===== config.mk =====
export PLATFORM = sky130hd
export DESIGN_NAME = ffs_sequencer
export DESIGN_NICKNAME = d
export VERILOG_FILES = /design/src/rtl/ffs_pkg.sv /design/src/rtl/ffs_sequencer.sv /design/src/rtl/ffs_run3.sv
export SDC_FILE = /design/constraint.sdc
export NUM_CORES = 1
export LEC_CHECK = 0
export ABC_AREA = 1
export BUFFER_PORTS_ARGS = -buffer_cell sky130_fd_sc_hd__buf_2
export CORE_MARGIN = 2
export CORE_UTILIZATION = 40
export DETAILED_ROUTE_END_ITERATION = 16
export HOLD_SLACK_MARGIN = 0.02
export PLACE_DENSITY = 0.68
export SKIP_LAST_GASP = 1
export SLEW_MARGIN = 20
export SYNTH_ARGS = -nofsm -noshare
export SYNTH_HDL_FRONTEND = slang
export SYNTH_SLANG_ARGS = --single-unit

===== constraint.sdc =====
create_clock -name clk -period 3.3 [get_ports clk]
set_input_delay 0.66 -clock clk [delete_from_list [all_inputs] [get_ports clk]]
set_output_delay 0.66 -clock clk [all_outputs]
set_load 0.05 [all_outputs]

===== src/rtl/ffs_pkg.sv =====
// package: states, bias levels, counts and carriers for the fault sequencer
package ffs_pkg;

	// ==========================================
	// timing
	localparam int unsigned CLK_MHZ = 200;
	localparam int unsigned SHORT_US = 4;
	localparam int unsigned SHORT_CYC = SHORT_US * CLK_MHZ;
	localparam int unsigned SHORT_W = 12;
	localparam logic [SHORT_W-1:0] SHORT_LIM = SHORT_W'(SHORT_CYC);

	// ==========================================
	// counts
	localparam logic [1:0] FAULT_RUN_LEN = 2'h3;
	localparam logic [2:0] START_CYCLES = 3'h4;
	localparam logic [1:0] CNT_RST = 2'h0;

	// ==========================================
	// states
	typedef enum logic [4:0] {
		ST_START = 5'h01,
		ST_RUN = 5'h02,
		ST_WAIT = 5'h04,
		ST_FAULT = 5'h08,
		ST_LOCK = 5'h10
	} ffs_state_e;

	typedef enum logic [1:0] {
		BIAS_START = 2'h0,
		BIAS_RUN = 2'h1,
		BIAS_WAIT = 2'h2,
		BIAS_FAULT = 2'h3
	} ffs_bias_e;

	// ==========================================
	// carriers
	typedef struct packed {
		logic fb_over;
		logic fb_lost;
		logic cs_over;
		logic cs_min_hit;
		logic cs_peak_hit;
		logic line_run;
		logic line_stop;
		logic over_temp;
	} ffs_sense_s;

	typedef struct packed {
		logic vdd_on;
		logic vdd_off;
	} ffs_bias_s;

	typedef struct packed {
		logic out_low;
		logic load_below_limit;
		logic peak_high;
	} ffs_reg_s;

endpackage


===== src/rtl/ffs_sequencer.sv =====
// fault detection and operating-state sequencer for a flyback controller
// What this block does
// - every fault leads to lockout reset, restart
// - feedback over 4.6V thrice stops, fault bias
// - lockout threshold after fault returns to start
// - line current hysteresis run 225uA, stop 80uA
// - on-time ends at peak, every cycle
// - sense over 1.5V thrice triggers restart
// - first four cycles minimum peak; 4us short check
// - open sense pull-up fires thrice over-level fault
// - over-temperature starts a lockout reset cycle
// - still hot at lockout end repeats protection
// - lost feedback stops switching and restarts
// - start-up source on below turn-on threshold
// - above turn-on, source off, switching begins
// - constant current while output below regulation
// - constant voltage while load below current limit
// - peak above 0.55 max keeps run state
// - light constant voltage waits between cycles
// - below turn-off stop, start bias, source on
// - fault: fault bias, then start bias at turn-off
// - persisting fault repeats the sequence
`timescale 1ns/1ps
`default_nettype none
module ffs_sequencer (
	// clock and reset
	input wire logic clk,
	input wire logic sys_rst,
	// switching cycle events
	input wire logic on_start,
	input wire logic cyc_end,
	// comparator results
	input wire ffs_pkg::ffs_sense_s sense,
	input wire ffs_pkg::ffs_bias_s bias_in,
	input wire ffs_pkg::ffs_reg_s reg_in,
	// power stage control
	output logic gate_en_ff,
	output logic gate_off_ff,
	output logic startup_src_en_ff,
	output ffs_pkg::ffs_bias_e bias_sel_ff,
	output logic peak_min_cap_ff,
	output logic constant_current_mode_ff,
	output logic constant_voltage_mode_ff,
	output ffs_pkg::ffs_state_e state_ff,
	output logic fault_evt_ff
);
	ffs_pkg::ffs_state_e nxt_state;
	logic line_ok_ff;
	logic nxt_line_ok;
	logic [2:0] start_cnt_ff;
	logic first_cyc_ff;
	logic on_ff;
	logic [ffs_pkg::SHORT_W-1:0] on_cnt_ff;
	logic short_hit;
	logic fb_hit;
	logic cs_hit;
	logic in_lock;
	logic running;
	logic fault_now;
	logic ctr_clr;

	// ==========================================
	// helpers
	function automatic logic is_switching(ffs_pkg::ffs_state_e s);
		return (s == ffs_pkg::ST_RUN) || (s == ffs_pkg::ST_WAIT);
	endfunction

	assign in_lock = (state_ff == ffs_pkg::ST_LOCK) ||
		(state_ff == ffs_pkg::ST_FAULT);
	assign running = is_switching(state_ff);
	assign ctr_clr = in_lock || (state_ff == ffs_pkg::ST_START);

	// ==========================================
	// consecutive-cycle fault counters
	ffs_run3 u_fb (
		.clk(clk),
		.sys_rst(sys_rst),
		.cyc_end(cyc_end && running),
		.cond(sense.fb_over),
		.clr(ctr_clr),
		.hit(fb_hit)
	);

	ffs_run3 u_cs (
		.clk(clk),
		.sys_rst(sys_rst),
		.cyc_end(cyc_end && running),
		.cond(sense.cs_over),
		.clr(ctr_clr),
		.hit(cs_hit)
	);

	// ==========================================
	// line sense hysteresis
	always_comb begin
		nxt_line_ok = line_ok_ff;
		if (on_ff && sense.line_run) begin
			nxt_line_ok = 1'b1;
		end else if (on_ff && sense.line_stop) begin
			nxt_line_ok = 1'b0;
		end
	end

	always_ff @(posedge clk or posedge sys_rst) begin
		if (sys_rst) begin
			line_ok_ff <= 1'b0;
		end else if (in_lock) begin
			line_ok_ff <= line_ok_ff;
		end else begin
			line_ok_ff <= nxt_line_ok;
		end
	end

	// ==========================================
	// on-time tracking and short check
	always_ff @(posedge clk or posedge sys_rst) begin
		if (sys_rst) begin
			on_ff <= 1'b0;
		end else if (!running) begin
			on_ff <= 1'b0;
		end else if (on_start) begin
			on_ff <= 1'b1;
		end else if (sense.cs_peak_hit || cyc_end || short_hit) begin
			on_ff <= 1'b0;
		end
	end

	always_ff @(posedge clk or posedge sys_rst) begin
		if (sys_rst) begin
			on_cnt_ff <= '0;
		end else if (on_start || !on_ff) begin
			on_cnt_ff <= '0;
		end else if (on_cnt_ff != ffs_pkg::SHORT_LIM) begin
			on_cnt_ff <= on_cnt_ff + 1'b1;
		end
	end

	assign short_hit = on_ff && first_cyc_ff && !sense.cs_min_hit &&
		(on_cnt_ff == ffs_pkg::SHORT_LIM - 1'b1);

	// ==========================================
	// start-up cycle count
	always_ff @(posedge clk or posedge sys_rst) begin
		if (sys_rst) begin
			start_cnt_ff <= 3'h0;
		end else if (!running) begin
			start_cnt_ff <= 3'h0;
		end else if (cyc_end && start_cnt_ff != ffs_pkg::START_CYCLES) begin
			start_cnt_ff <= start_cnt_ff + 3'h1;
		end
	end

	always_ff @(posedge clk or posedge sys_rst) begin
		if (sys_rst) begin
			first_cyc_ff <= 1'b1;
		end else if (!running) begin
			first_cyc_ff <= 1'b1;
		end else if (cyc_end) begin
			first_cyc_ff <= 1'b0;
		end
	end

	// ==========================================
	// fault gathering
	assign fault_now = running && (fb_hit || cs_hit || short_hit ||
		sense.over_temp || sense.fb_lost ||
		(on_ff && !nxt_line_ok));

	// ==========================================
	// state machine
	always_comb begin
		nxt_state = state_ff;
		case (state_ff)
			ffs_pkg::ST_START: begin
				if (bias_in.vdd_on) begin
					nxt_state = ffs_pkg::ST_RUN;
				end
			end
			ffs_pkg::ST_RUN: begin
				if (fault_now) begin
					nxt_state = ffs_pkg::ST_FAULT;
				end else if (bias_in.vdd_off) begin
					nxt_state = ffs_pkg::ST_START;
				end else if (cyc_end && !reg_in.peak_high &&
					reg_in.load_below_limit && !reg_in.out_low) begin
					nxt_state = ffs_pkg::ST_WAIT;
				end
			end
			ffs_pkg::ST_WAIT: begin
				if (fault_now) begin
					nxt_state = ffs_pkg::ST_FAULT;
				end else if (bias_in.vdd_off) begin
					nxt_state = ffs_pkg::ST_START;
				end else if (on_start || reg_in.peak_high) begin
					nxt_state = ffs_pkg::ST_RUN;
				end
			end
			ffs_pkg::ST_FAULT: begin
				if (bias_in.vdd_off) begin
					nxt_state = ffs_pkg::ST_LOCK;
				end
			end
			ffs_pkg::ST_LOCK: begin
				if (bias_in.vdd_on) begin
					if (sense.over_temp) begin
						nxt_state = ffs_pkg::ST_FAULT;
					end else begin
						nxt_state = ffs_pkg::ST_RUN;
					end
				end
			end
			default: begin
				nxt_state = ffs_pkg::ST_START;
			end
		endcase
	end

	always_ff @(posedge clk or posedge sys_rst) begin
		if (sys_rst) begin
			state_ff <= ffs_pkg::ST_START;
		end else begin
			state_ff <= nxt_state;
		end
	end

	// ==========================================
	// power stage outputs
	always_ff @(posedge clk or posedge sys_rst) begin
		if (sys_rst) begin
			gate_en_ff <= 1'b0;
		end else begin
			gate_en_ff <= is_switching(nxt_state);
		end
	end

	always_ff @(posedge clk or posedge sys_rst) begin
		if (sys_rst) begin
			startup_src_en_ff <= 1'b1;
		end else begin
			startup_src_en_ff <= (nxt_state == ffs_pkg::ST_START) ||
				(nxt_state == ffs_pkg::ST_LOCK);
		end
	end

	always_ff @(posedge clk or posedge sys_rst) begin
		if (sys_rst) begin
			bias_sel_ff <= ffs_pkg::BIAS_START;
		end else begin
			case (nxt_state)
				ffs_pkg::ST_RUN: bias_sel_ff <= ffs_pkg::BIAS_RUN;
				ffs_pkg::ST_WAIT: bias_sel_ff <= ffs_pkg::BIAS_WAIT;
				ffs_pkg::ST_FAULT: bias_sel_ff <= ffs_pkg::BIAS_FAULT;
				default: bias_sel_ff <= ffs_pkg::BIAS_START;
			endcase
		end
	end

	// ==========================================
	// cycle and fault events
	always_ff @(posedge clk or posedge sys_rst) begin
		if (sys_rst) begin
			gate_off_ff <= 1'b0;
		end else begin
			gate_off_ff <= on_ff && (sense.cs_peak_hit || short_hit);
		end
	end

	always_ff @(posedge clk or posedge sys_rst) begin
		if (sys_rst) begin
			fault_evt_ff <= 1'b0;
		end else begin
			fault_evt_ff <= (nxt_state == ffs_pkg::ST_FAULT) &&
				(state_ff != ffs_pkg::ST_FAULT);
		end
	end

	always_ff @(posedge clk or posedge sys_rst) begin
		if (sys_rst) begin
			peak_min_cap_ff <= 1'b1;
		end else begin
			peak_min_cap_ff <= !running ||
				(start_cnt_ff != ffs_pkg::START_CYCLES);
		end
	end

	// ==========================================
	// regulation mode
	always_ff @(posedge clk or posedge sys_rst) begin
		if (sys_rst) begin
			constant_current_mode_ff <= 1'b0;
			constant_voltage_mode_ff <= 1'b0;
		end else if (in_lock) begin
			constant_current_mode_ff <= 1'b0;
			constant_voltage_mode_ff <= 1'b0;
		end else begin
			constant_current_mode_ff <= running && reg_in.out_low;
			constant_voltage_mode_ff <= running && !reg_in.out_low &&
				reg_in.load_below_limit;
		end
	end
endmodule // ffs_sequencer
`default_nettype wire


===== src/rtl/ffs_run3.sv =====
// three-in-a-row cycle counter for one fault condition
`timescale 1ns/1ps
`default_nettype none
module ffs_run3 (
	// clock and reset
	input wire logic clk,
	input wire logic sys_rst,
	// cycle and condition
	input wire logic cyc_end,
	input wire logic cond,
	input wire logic clr,
	// result
	output logic hit
);
	logic [1:0] cnt_ff;

	// ==========================================
	// counter
	always_ff @(posedge clk or posedge sys_rst) begin
		if (sys_rst) begin
			cnt_ff <= ffs_pkg::CNT_RST;
		end else if (clr) begin
			cnt_ff <= ffs_pkg::CNT_RST;
		end else if (cyc_end) begin
			if (!cond) begin
				cnt_ff <= ffs_pkg::CNT_RST;
			end else if (cnt_ff != ffs_pkg::FAULT_RUN_LEN) begin
				cnt_ff <= cnt_ff + 2'h1;
			end
		end
	end

	assign hit = cyc_end && cond && !clr &&
		(cnt_ff == ffs_pkg::FAULT_RUN_LEN - 2'h1);
endmodule // ffs_run3
`default_nettype wire


==> flow_summary.ini, run 1 <==
[grt]
grt_pass1_wl_microns = 7020
grt.total_usage_pct = 16.6
overflow = 0
grt_pass1_vias = 1602
grt_antenna_before_repair = 0
grt_max_degree = 37

[clocking]
cts_sinks = 36
clock_latency_ns = 0.28
cts_tree = yes
post_cts_buffers = 0
ctsHoldBuffers = 0
numCtsBuffers = 5
cts_buffer_depth = 2
cts_resized = 0
htree_levels = 2
clkSlewWorstSetupHoldPaths_ns = 0.07
clockRootBuffer = clkbuf_8

[status]
outcome = finished, final reports clean

[logic_synthesis]
ys_ff_latch = 36
yosysWarnings = 0
synth_top_area_share_pct = 41.2
synth_edf_count = 0
synth_top_area_cell = dfrtp_1
synth_cell_types = 30
syn-cell-area_sq_mm = 0.00195
yosysSeqAreaShare_pct = 46.6
syn_area_per_cell_sq_um = 8.14
synthCells = 239
synthTopCellsByArea = dfrtp_1 (41%), inv_1 (7.9%), nand2_1 (7.7%)
synth-main-ff-cell = dfrtp_1
async_reset_ff_share_pct = 100
synth_nets = 264

[critical_path]
endpoint_kind = output port
crit_buf_inv = 1
crit_path_top_delay_cell = dfstp_2
reg2reg_to = bias_sel_ff[0]$_DFF_PP0_
worstSetupStartpoint = state_ff[0]$_DFF_PP1_
cp-start-kind = flop
r2r_cells = 11
crit_fanout = 4
crit_chain = buf_2
rr_startpoint = on_cnt_ff[0]$_DFFE_PP0P_
crit_arrival_ns = 1.13
slowest_delay_ns = 0.58
critPathKind = flop to output port
cp_num_cells = 1
rrSetupSlack_ns = 1.62
crit_family = flip-flops
cp.required_ns = 2.64

[routing]
drc = 0
vias = 1705
post_drt_wl_per_cell_microns = 12.3
drt-total-wl_microns = 4090
drtIter0Drc = 114
dr.pass1.iters = 4
ant_nets = 0
post_drt_via_cell_ratio = 5.14

[placement]
hpwl_microns = 3170
pre_cts_slack_ns = 1.60
port_buffers = 30
dp.cells = 324
place_congestion = 0.966

[sta]
worst_pin_slew_ns = 0.485
setup_violations = 0
finalHoldViolCount = 0
skew_ns = 0.00962
rsz0062_at_grt = no
slew_violations = 0
worst_slack_ns = 1.51
setup_tns_ns = 0
finalCriticalPeriod_ns = 1.79
fin_crit_sh_pct = 54.3
slew_headroom_pct = 67.6
fmax_ghz = 0.558

[floorplan]
die_w_microns = 73.7
dieArea_sq_mm = 0.00544
core_area_sq_mm = 0.00469
row_count = 25
die_h_microns = 73.7
boundaryPins = 31
start_util_pct = 41.5

[power]
ir_drop_mv = 0.359
p_comb_share_pct = 38.8
pwr_density_cell_mw_per_mm2 = 657
p_int_uw = 857
p_total_mw = 1.49
power_switching_uw = 630
power.leakage_nw = 1.18
sw_frac_of_total_pct = 42.4
share_seq_of_total_power_pct = 39.6
clock_power_share_pct = 21.6

[cells_and_area]
finalNonFillerCells = 332
num-nets-final = 302
syn_to_final_growth_pct = 16.3
layout-drive-gt1-share_pct = 23.0
diodes = 0
fin_util_pct = 48.2

[flow_run]
maxCapViolations = 0

[worst_hold_path]
hold_class = primary input to async pin
==> cells in the mapped netlist, types with 2 or more instances <==
cell	count
a21oi_1	11
a31oi_1	2
dfrtp_1	32
dfstp_2	4
ha_1	8
inv_1	41
inv_2	4
nand2_1	40
nand2_2	4
nand3_1	15
nand3_2	4
nand4_1	9
nor2_1	27
nor2_2	2
nor3_1	4
o21ai_0	13
o21ai_1	5
xor2_1	2
==> cells in the final DEF, fill, tap and decap left out, drive strengths merged, types with 2 or more instances in the layout <==
| cell | n |
|---|---|
| o21ai | 19 |
| a21oi | 11 |
| ha | 8 |
| a31oi | 2 |
| nand4 | 10 |
| nand2 | 45 |
| nand3 | 19 |
| dfstp | 4 |
| dfrtp | 32 |
| buf | 31 |
| nor3 | 5 |
| clkbuf | 6 |
| inv | 45 |
| nor2 | 29 |
| clkinv | 2 |
| xor2 | 2 |
==> flip-flops by register name, summed over array words and instances (netlist names), 2 cells and up <==
signal        flops
u_cs.cnt_ff       2
on_cnt_ff        12
start_cnt_ff      3
u_fb.cnt_ff       2
state_ff          5
bias_sel_ff       2
==> layout make-up <==
type / count / area (sq um)
fill: 461 / 2430
sequential: 36 / 906
multi-input combinational: 158 / 871
inverter: 45 / 169
timing repair buffer: 31 / 158
clock buffer: 6 / 82.6
tap: 54 / 67.6
clock inverter: 2 / 10.0
==> metal layers <==
| layer | global-route usage, % | wire length [microns] | share of wire, % | vias up |
|---|---|---|---|---|
| li1 | - | - | - | 853 |
| met1 | 22.7 | 1980 | 48 | 797 |
| met2 | 27.1 | 1930 | 47 | 49 |
| met3 | 3.43 | 158 | 3.9 | 6 |
| met4 | 4.04 | 28 | 0.68 | 0 |
| met5 | 0 | 0 | 0 | - |
==> logic make-up after synthesis <==
kind of cell / Yosys count / synth area share, %
adders and majority gates: 8 / 5.14
and+or+nand+nor: 112 / 28.1
DFF: 36 / 46.6
AOI/OAI and AO/OA: 36 / 10.6
buffers and inverters: 45 / 8.68
xor gates and xnor gates: 2 / 0.900
==> power groups by stage <==
stage | registers [mW] | clock network [mW] | logic (mW)
2_1_floorplan | 0.748 | 0 | 0.290
3_5_place_dp | 0.597 | 0 | 0.578
5_1_grt | 0.599 | 0.350 | 0.639
4_1_cts | 0.590 | 0.329 | 0.580
6_report | 0.589 | 0.321 | 0.576
3_3_place_gp | 0.597 | 0 | 0.571
==> stage by stage <==
stage                     hold WS [ns]  instance area, sq um
final                            0.468                  2260
after global routing             0.524                  2260
after CTS                        0.486                  2260
after detailed placement         0.475                  2170
after global placement           0.475                  2170
after floorplan                  0.437                  1950
==> how the worst max path moves through the flow <==
stage / to / slack [ns]
final: state_ff[0] / 1.51
after global routing: bias_sel_ff[0]$_DFF_PP0_ / 1.44
after CTS: state_ff[0] / 1.50
after detailed placement: on_cnt_ff[2]$_DFFE_PP0P_ / 1.60
after global placement: on_cnt_ff[2]$_DFFE_PP0P_ / 1.62
after floorplan: gate_en_ff$_DFF_PP0_ / 1.67
No activity file was read; power rests on OpenSTA's default activity.
==> run 2: changes to the inputs <==
--- a/config.mk
+++ b/config.mk
@@ -11,7 +11,7 @@
 export CORE_UTILIZATION = 40
 export DETAILED_ROUTE_END_ITERATION = 16
 export HOLD_SLACK_MARGIN = 0.02
-export PLACE_DENSITY = 0.68
+export PLACE_DENSITY = 0.7
 export SKIP_LAST_GASP = 1
 export SLEW_MARGIN = 20
 export SYNTH_ARGS = -nofsm -noshare
==> constraint.sdc (replaced) <==
create_clock -name clk -period 1.5 [get_ports clk]
set_input_delay 0.3 -clock clk [delete_from_list [all_inputs] [get_ports clk]]
set_output_delay 0.3 -clock clk [all_outputs]
set_load 0.05 [all_outputs]
==> run 2 against run 1 <==
  * The run now ends with setup timing left
  * Non-clock buffer count grew 14
  * Clock skew about the same
  * Flip-flop and latch count is the same
==> flow_summary.ini, run 2 (synthesized netlist as in run 1, its figures left out) <==
[worst_hold_path]
hold_class = primary input to async pin

[cells_and_area]
diodes = 0
num-nets-final = 316
design_area_sq_mm = 0.00247
fin_util_pct = 52.7
largest_reg_flops = 12
top_regs = on_cnt_ff: 12 flops, state_ff: 5 flops, start_cnt_ff: 3 flops
syn_to_final_growth_pct = 27.1
layout-drive-gt1-share_pct = 32.9
layout_common_cells = inv_1 (37), nand2_1 (37), buf_2 (29)
largest-register = on_cnt_ff

[status]
outcome = finished, violations left
violations = setup timing

[floorplan]
core_area_sq_mm = 0.00469
boundaryPins = 31
start_util_pct = 41.5
die_w_microns = 73.7
dieArea_sq_mm = 0.00544
row_count = 25
die_h_microns = 73.7

[critical_path]
crit_family = simple AND/OR/NAND/NOR gates
crit_path_top_delay_cell = dfrtp_2
rrSetupSlack_ns = -0.02
crit_buf_inv = 1
crit_chain = nor2_4 -> nand3_4 -> nand2_4 -> nand4_1 -> nand2_2 -> inv_2 -> nand3_2 -> nand3_1
rr_startpoint = state_ff[1]$_DFF_PP0_
endpoint_kind = flop
r2r_cells = 8
cp.required_ns = 1.65
cp-start-kind = flop
critPathKind = flop to flop
slowest_delay_ns = 0.46
reg2reg_to = gate_en_ff$_DFF_PP0_
crit_fanout = 5
crit_arrival_ns = 1.67

[sta]
skew_ns = 0.00955
worst_pin_slew_ns = 0.462
finalCriticalPeriod_ns = 1.52
setup_tns_ns = -0.0210
fmax_ghz = 0.657
slew_headroom_pct = 69.2
slew_violations = 0
worst_slack_ns = -0.0210
fin_crit_sh_pct = 101
setup_violations = 1
finalHoldViolCount = 0
rsz0062_at_grt = yes

[grt]
grt_pass1_vias = 1663
overflow = 0
grt_max_degree = 37
grt.total_usage_pct = 17.1
grt_antenna_before_repair = 0
grt_pass1_wl_microns = 7090

[routing]
drtIter0Drc = 69
post_drt_wl_per_cell_microns = 12.7
vias = 1737
drt-total-wl_microns = 4410
ant_nets = 0
post_drt_via_cell_ratio = 5.02
drc = 0
dr.pass1.iters = 5

[clocking]
cts_buffer_depth = 2
cts_tree = yes
cts_sinks = 36
clkSlewWorstSetupHoldPaths_ns = 0.07
htree_levels = 2
numCtsBuffers = 5
clockRootBuffer = clkbuf_8
clock_latency_ns = 0.29

[placement]
place_congestion = 0.887
hpwl_microns = 3350
placed_cell_area_sq_mm = 0.00227
port_buffers = 30

[power]
pwr_density_cell_mw_per_mm2 = 1400
power.leakage_nw = 1.28
ir_drop_mv = 0.900

[flow_run]
maxCapViolations = 0
[run 2: changes by cell type in the layout (fill, tap and decap cells not counted), moves of 4 or more]
cell and change:
nor2_1 -4, buf_4 +15, dfrtp_2 +4, inv_1 -4
dfrtp_1 -4, inv_2 +4
[run 2: through the flow]
step / std cells / power, mW / setup slack [ns] / hold WS, ns
5_1_grt: 346 / 3.68 / -0.119 / 0.181
6_report: 346 / 3.47 / -0.0210 / 0.103
3_5_place_dp: 334 / 2.68 / -0.0524 / 0.426
3_3_place_gp: 334 / 2.65 / -0.0353 / 0.423
4_1_cts: 343 / 3.42 / -0.0191 / 0.115
2_1_floorplan: 239 / 2.32 / 0.000123 / 0.363
[run 2: tightest hold or removal path: stages]
cell	delay, ns
buf_2	0.09
inv_1	0.04
buf_4	0.39
[run 2: metal layers]
metal	GRT usage, %	share of wire, %	up-vias
met5	0	0	-
met4	6.06	1.5	0
met1	21.8	45	803
met2	28.7	49	42
li1	-	-	884
met3	3.29	4.4	8
[run 2: worst max-delay path by stage]
stage                     startpoint                    to  depth (start not counted)
3_5_place_dp   state_ff[0]$_DFF_PP1_  gate_en_ff$_DFF_PP0_                          8
4_1_cts        state_ff[2]$_DFF_PP0_  gate_en_ff$_DFF_PP0_                          8
5_1_grt        state_ff[0]$_DFF_PP1_  gate_en_ff$_DFF_PP0_                          8
6_report       state_ff[1]$_DFF_PP0_  gate_en_ff$_DFF_PP0_                          8
2_1_floorplan  state_ff[1]$_DFF_PP0_  gate_en_ff$_DFF_PP0_                          9
3_3_place_gp   state_ff[0]$_DFF_PP1_  gate_en_ff$_DFF_PP0_                          8
[run 2: area by class of cell]
type                       count  area, sq um
fill                         461         2220
inverter                      45          169
multi-input combinational    158          967
sequential                    36          915
clock buffer                   8         90.1
tap                           54         67.6
timing repair buffer          45          265
[run 2: power by group]
part           switching, mW  total, mW  internal [mW]
sequential             0.148       1.33           1.18
combinational          0.979       1.43          0.455
clock                  0.332      0.707          0.375
total                   1.46       3.47           2.01
[run 2: what timing repair did]
action	in CTS	in global routing
gates resized for setup	4	20
buffers inserted	1	3
endpoints found under the setup margin	10	15
pin swaps	2	9
hold buffers	0	0
==> run 3: changes to the inputs <==
--- a/config.mk
+++ b/config.mk
@@ -5,11 +5,12 @@
 export SDC_FILE = /design/constraint.sdc
 export NUM_CORES = 1
 export LEC_CHECK = 0
-export ABC_AREA = 1
+export ABC_AREA = 0
 export BUFFER_PORTS_ARGS = -buffer_cell sky130_fd_sc_hd__buf_2
 export CORE_MARGIN = 2
 export CORE_UTILIZATION = 40
 export DETAILED_ROUTE_END_ITERATION = 16
+export GPL_ROUTABILITY_DRIVEN = 0
 export HOLD_SLACK_MARGIN = 0.02
 export PLACE_DENSITY = 0.7
 export SKIP_LAST_GASP = 1
==> run 3 against run 2 <==
  * The run still ends with setup timing left
  * Critical path type unchanged
  * Global-route usage up 2.4 points
  * Critical path depth down 4
  * Count of clock-buffer cells in the layout down 2
  * Clock power up 3.4%
  * Non-clock buffer count up 27
  * Synthesized cell count down 15%
  * Setup slack worse by 0.14 ns
  * Highest routed layer unchanged
  * Area after synthesis up 3.0%
  * Die area up 2.8%
  * Flip-flop and latch count unchanged
  * Clock skew down 0.0032 ns
  * Register-to-register slack worse by 0.14 ns
==> flow_summary.ini, run 3 <==
[status]
outcome = finished, violations left
violations = setup timing

[floorplan]
boundaryPins = 31
die_h_microns = 74.8
dieArea_sq_mm = 0.00559
die_w_microns = 74.8
core_area_sq_mm = 0.00479
start_util_pct = 41.9
row_count = 25

[sta]
worst_pin_slew_ns = 0.481
holdWs_ns = 0.0388
finalHoldViolCount = 0
setup_violations = 16
slew_headroom_pct = 67.9
finalCriticalPeriod_ns = 1.66
fin_crit_sh_pct = 111
fmax_ghz = 0.601
worst_slack_ns = -0.163
skew_ns = 0.00635
slew_violations = 0
rsz0062_at_grt = yes

[grt]
grt_max_degree = 37
grt_pass1_vias = 1704
grt_antenna_before_repair = 0
grt.total_usage_pct = 19.5
grt_pass1_wl_microns = 8120
overflow = 0

[routing]
vias = 1820
dr.pass1.iters = 4
post_drt_wl_per_cell_microns = 15.4
ant_nets = 0
drt-total-wl_microns = 5300
drtIter0Drc = 72
post_drt_via_cell_ratio = 5.31
drc = 0

[critical_path]
crit_buf_inv = 0
crit_path_top_delay_cell = dfstp_2
cp-start-kind = flop
crit_fanout = 4
crit_family = simple AND/OR/NAND/NOR gates
rr_startpoint = first_cyc_ff$_DFFE_PP1P_
cp.required_ns = 1.71
endpoint_kind = flop
critPathKind = flop to flop
crit_arrival_ns = 1.87
rrSetupSlack_ns = -0.16
crit_chain = nor4bb_1 -> nand4_1 -> a21oi_2 -> nand4b_1
slowest_delay_ns = 0.54
reg2reg_to = bias_sel_ff[0]$_DFF_PP0_
r2r_cells = 4

[logic_synthesis]
yosysMostFrequentCell = dfrtp_1
synth_cell_types = 53
syn_area_per_cell_sq_um = 9.87
synth_nets = 228
ys_ff_latch = 36
synth_top_area_cell = dfrtp_1
async_reset_ff_share_pct = 100
synth_top_area_share_pct = 40.0
yosysSeqAreaShare_pct = 45.2
yosysWarnings = 0
synth-main-ff-cell = dfrtp_1
synthTopCellsByArea = dfrtp_1 (40%), dfstp_2 (5.2%), ha_1 (5.0%)
synthCells = 203
synth_edf_count = 0
syn-cell-area_sq_mm = 0.00200
synth_top_cells_by_count = dfrtp_1 (32), nor2_1 (20), nand2_1 (17)

[clocking]
numCtsBuffers = 5
cts_sinks = 36
cts_buffer_depth = 2
clock_latency_ns = 0.29
ctsHoldBuffers = 0
clockRootBuffer = clkbuf_8
cts_tree = yes
clkSlewWorstSetupHoldPaths_ns = 0.08
htree_levels = 2

[cells_and_area]
finalNonFillerCells = 343
final_common_cell = buf_4
num-nets-final = 300
regArea_sq_um = 915
diodes = 0
largest_reg_flops = 12
top_regs = on_cnt_ff: 12 flops, state_ff: 5 flops, start_cnt_ff: 3 flops
syn_to_final_growth_pct = 41.2
layout_common_cells = buf_4 (34), dfrtp_1 (28), buf_2 (28)
fillers = 409
largest-register = on_cnt_ff
multi_input_area_sq_mm = 0.00118
layout-drive-gt1-share_pct = 46.0

[placement]
hpwl_microns = 3430
port_buffers = 30
pre_cts_slack_ns = -0.0978
dp.cells = 321

[power]
ir_drop_mv = 0.853
pwr_density_cell_mw_per_mm2 = 1270
power.leakage_nw = 1.25
p_total_mw = 3.60

[worst_hold_path]
hold_class = primary input to async pin

[flow_run]
maxCapViolations = 0
-- run 3: tightest hold or removal path, delay by kind of cell --
family | cells | cell delay (ns)
buf+inv | 3 | 0.39
-- run 3: cell families (layout without fill, tap and decap cells) --
group / Yosys count / count (layout) / synth area share (%)
AOI/OAI and AO/OA: 35 / 35 / 11.2
adders and majority gates: 8 / 8 / 5.00
DFF: 36 / 36 / 45.2
and+or+nand+nor: 95 / 95 / 28.0
buffers and inverters: 16 / 89 / 3.81
xor gates and xnor gates: 11 / 11 / 5.75
muxes: 2 / 2 / 1.06
-- run 3: power breakdown --
part	internal, mW	switching, mW
Sequential	1.13	0.119
Clock	0.367	0.365
Combinational	0.679	0.940
-- run 3: stage by stage --
stage	instance area (sq um)	utilization, %	TNS [ns]
after global placement	2430	50.7	-0.141
after detailed placement	2430	50.7	-0.401
after CTS	2610	54.6	-0.464
after global routing	2830	59.1	-2.04
final	2830	59.1	-1.19
after floorplan	2030	-	-0.584
-- run 3: final cells by class --
| cell class | instances | share of cell area [%] |
|---|---|---|
| clock buffers | 6 | 2.92 |
| clock inverters | 2 | 0.354 |
| inverters | 9 | 1.19 |
| multi-input cells | 151 | 41.8 |
| flip-flops and latches | 36 | 32.3 |
| well taps | 67 | 2.96 |
| repair buffers | 72 | 18.4 |
-- run 3: worst max-delay path by stage --
stage,from,end,slack [ns],cells past startpoint
after floorplan,state_ff[1]$_DFF_PP0_,u_cs.cnt_ff[0]$_DFFE_PP0P_,-0.12,5
after global placement,first_cyc_ff$_DFFE_PP1P_,fault_evt_ff$_DFF_PP0_,-0.05,4
after detailed placement,first_cyc_ff$_DFFE_PP1P_,state_ff[3]$_DFF_PP0_,-0.1,4
after CTS,first_cyc_ff$_DFFE_PP1P_,state_ff[3]$_DFF_PP0_,-0.08,4
after global routing,state_ff[0]$_DFF_PP1_,bias_sel_ff[0]$_DFF_PP0_,-0.19,5
final,first_cyc_ff$_DFFE_PP1P_,bias_sel_ff[0]$_DFF_PP0_,-0.16,4
-- run 3: repair_timing --
item,CTS,global route
buffers inserted,8,6
setup endpoints to repair,12,23
gates resized for setup,10,48
pin swaps,2,9
-- run 3: layer usage --
metal / GRT usage (%) / vias to the layer above / routed length (microns)
li1: - / 872 / -
met3: 4.42 / 10 / 224
met5: 0 / - / 0
met1: 26.4 / 890 / 2370
met2: 30.8 / 48 / 2610
met4: 6.75 / 0 / 89
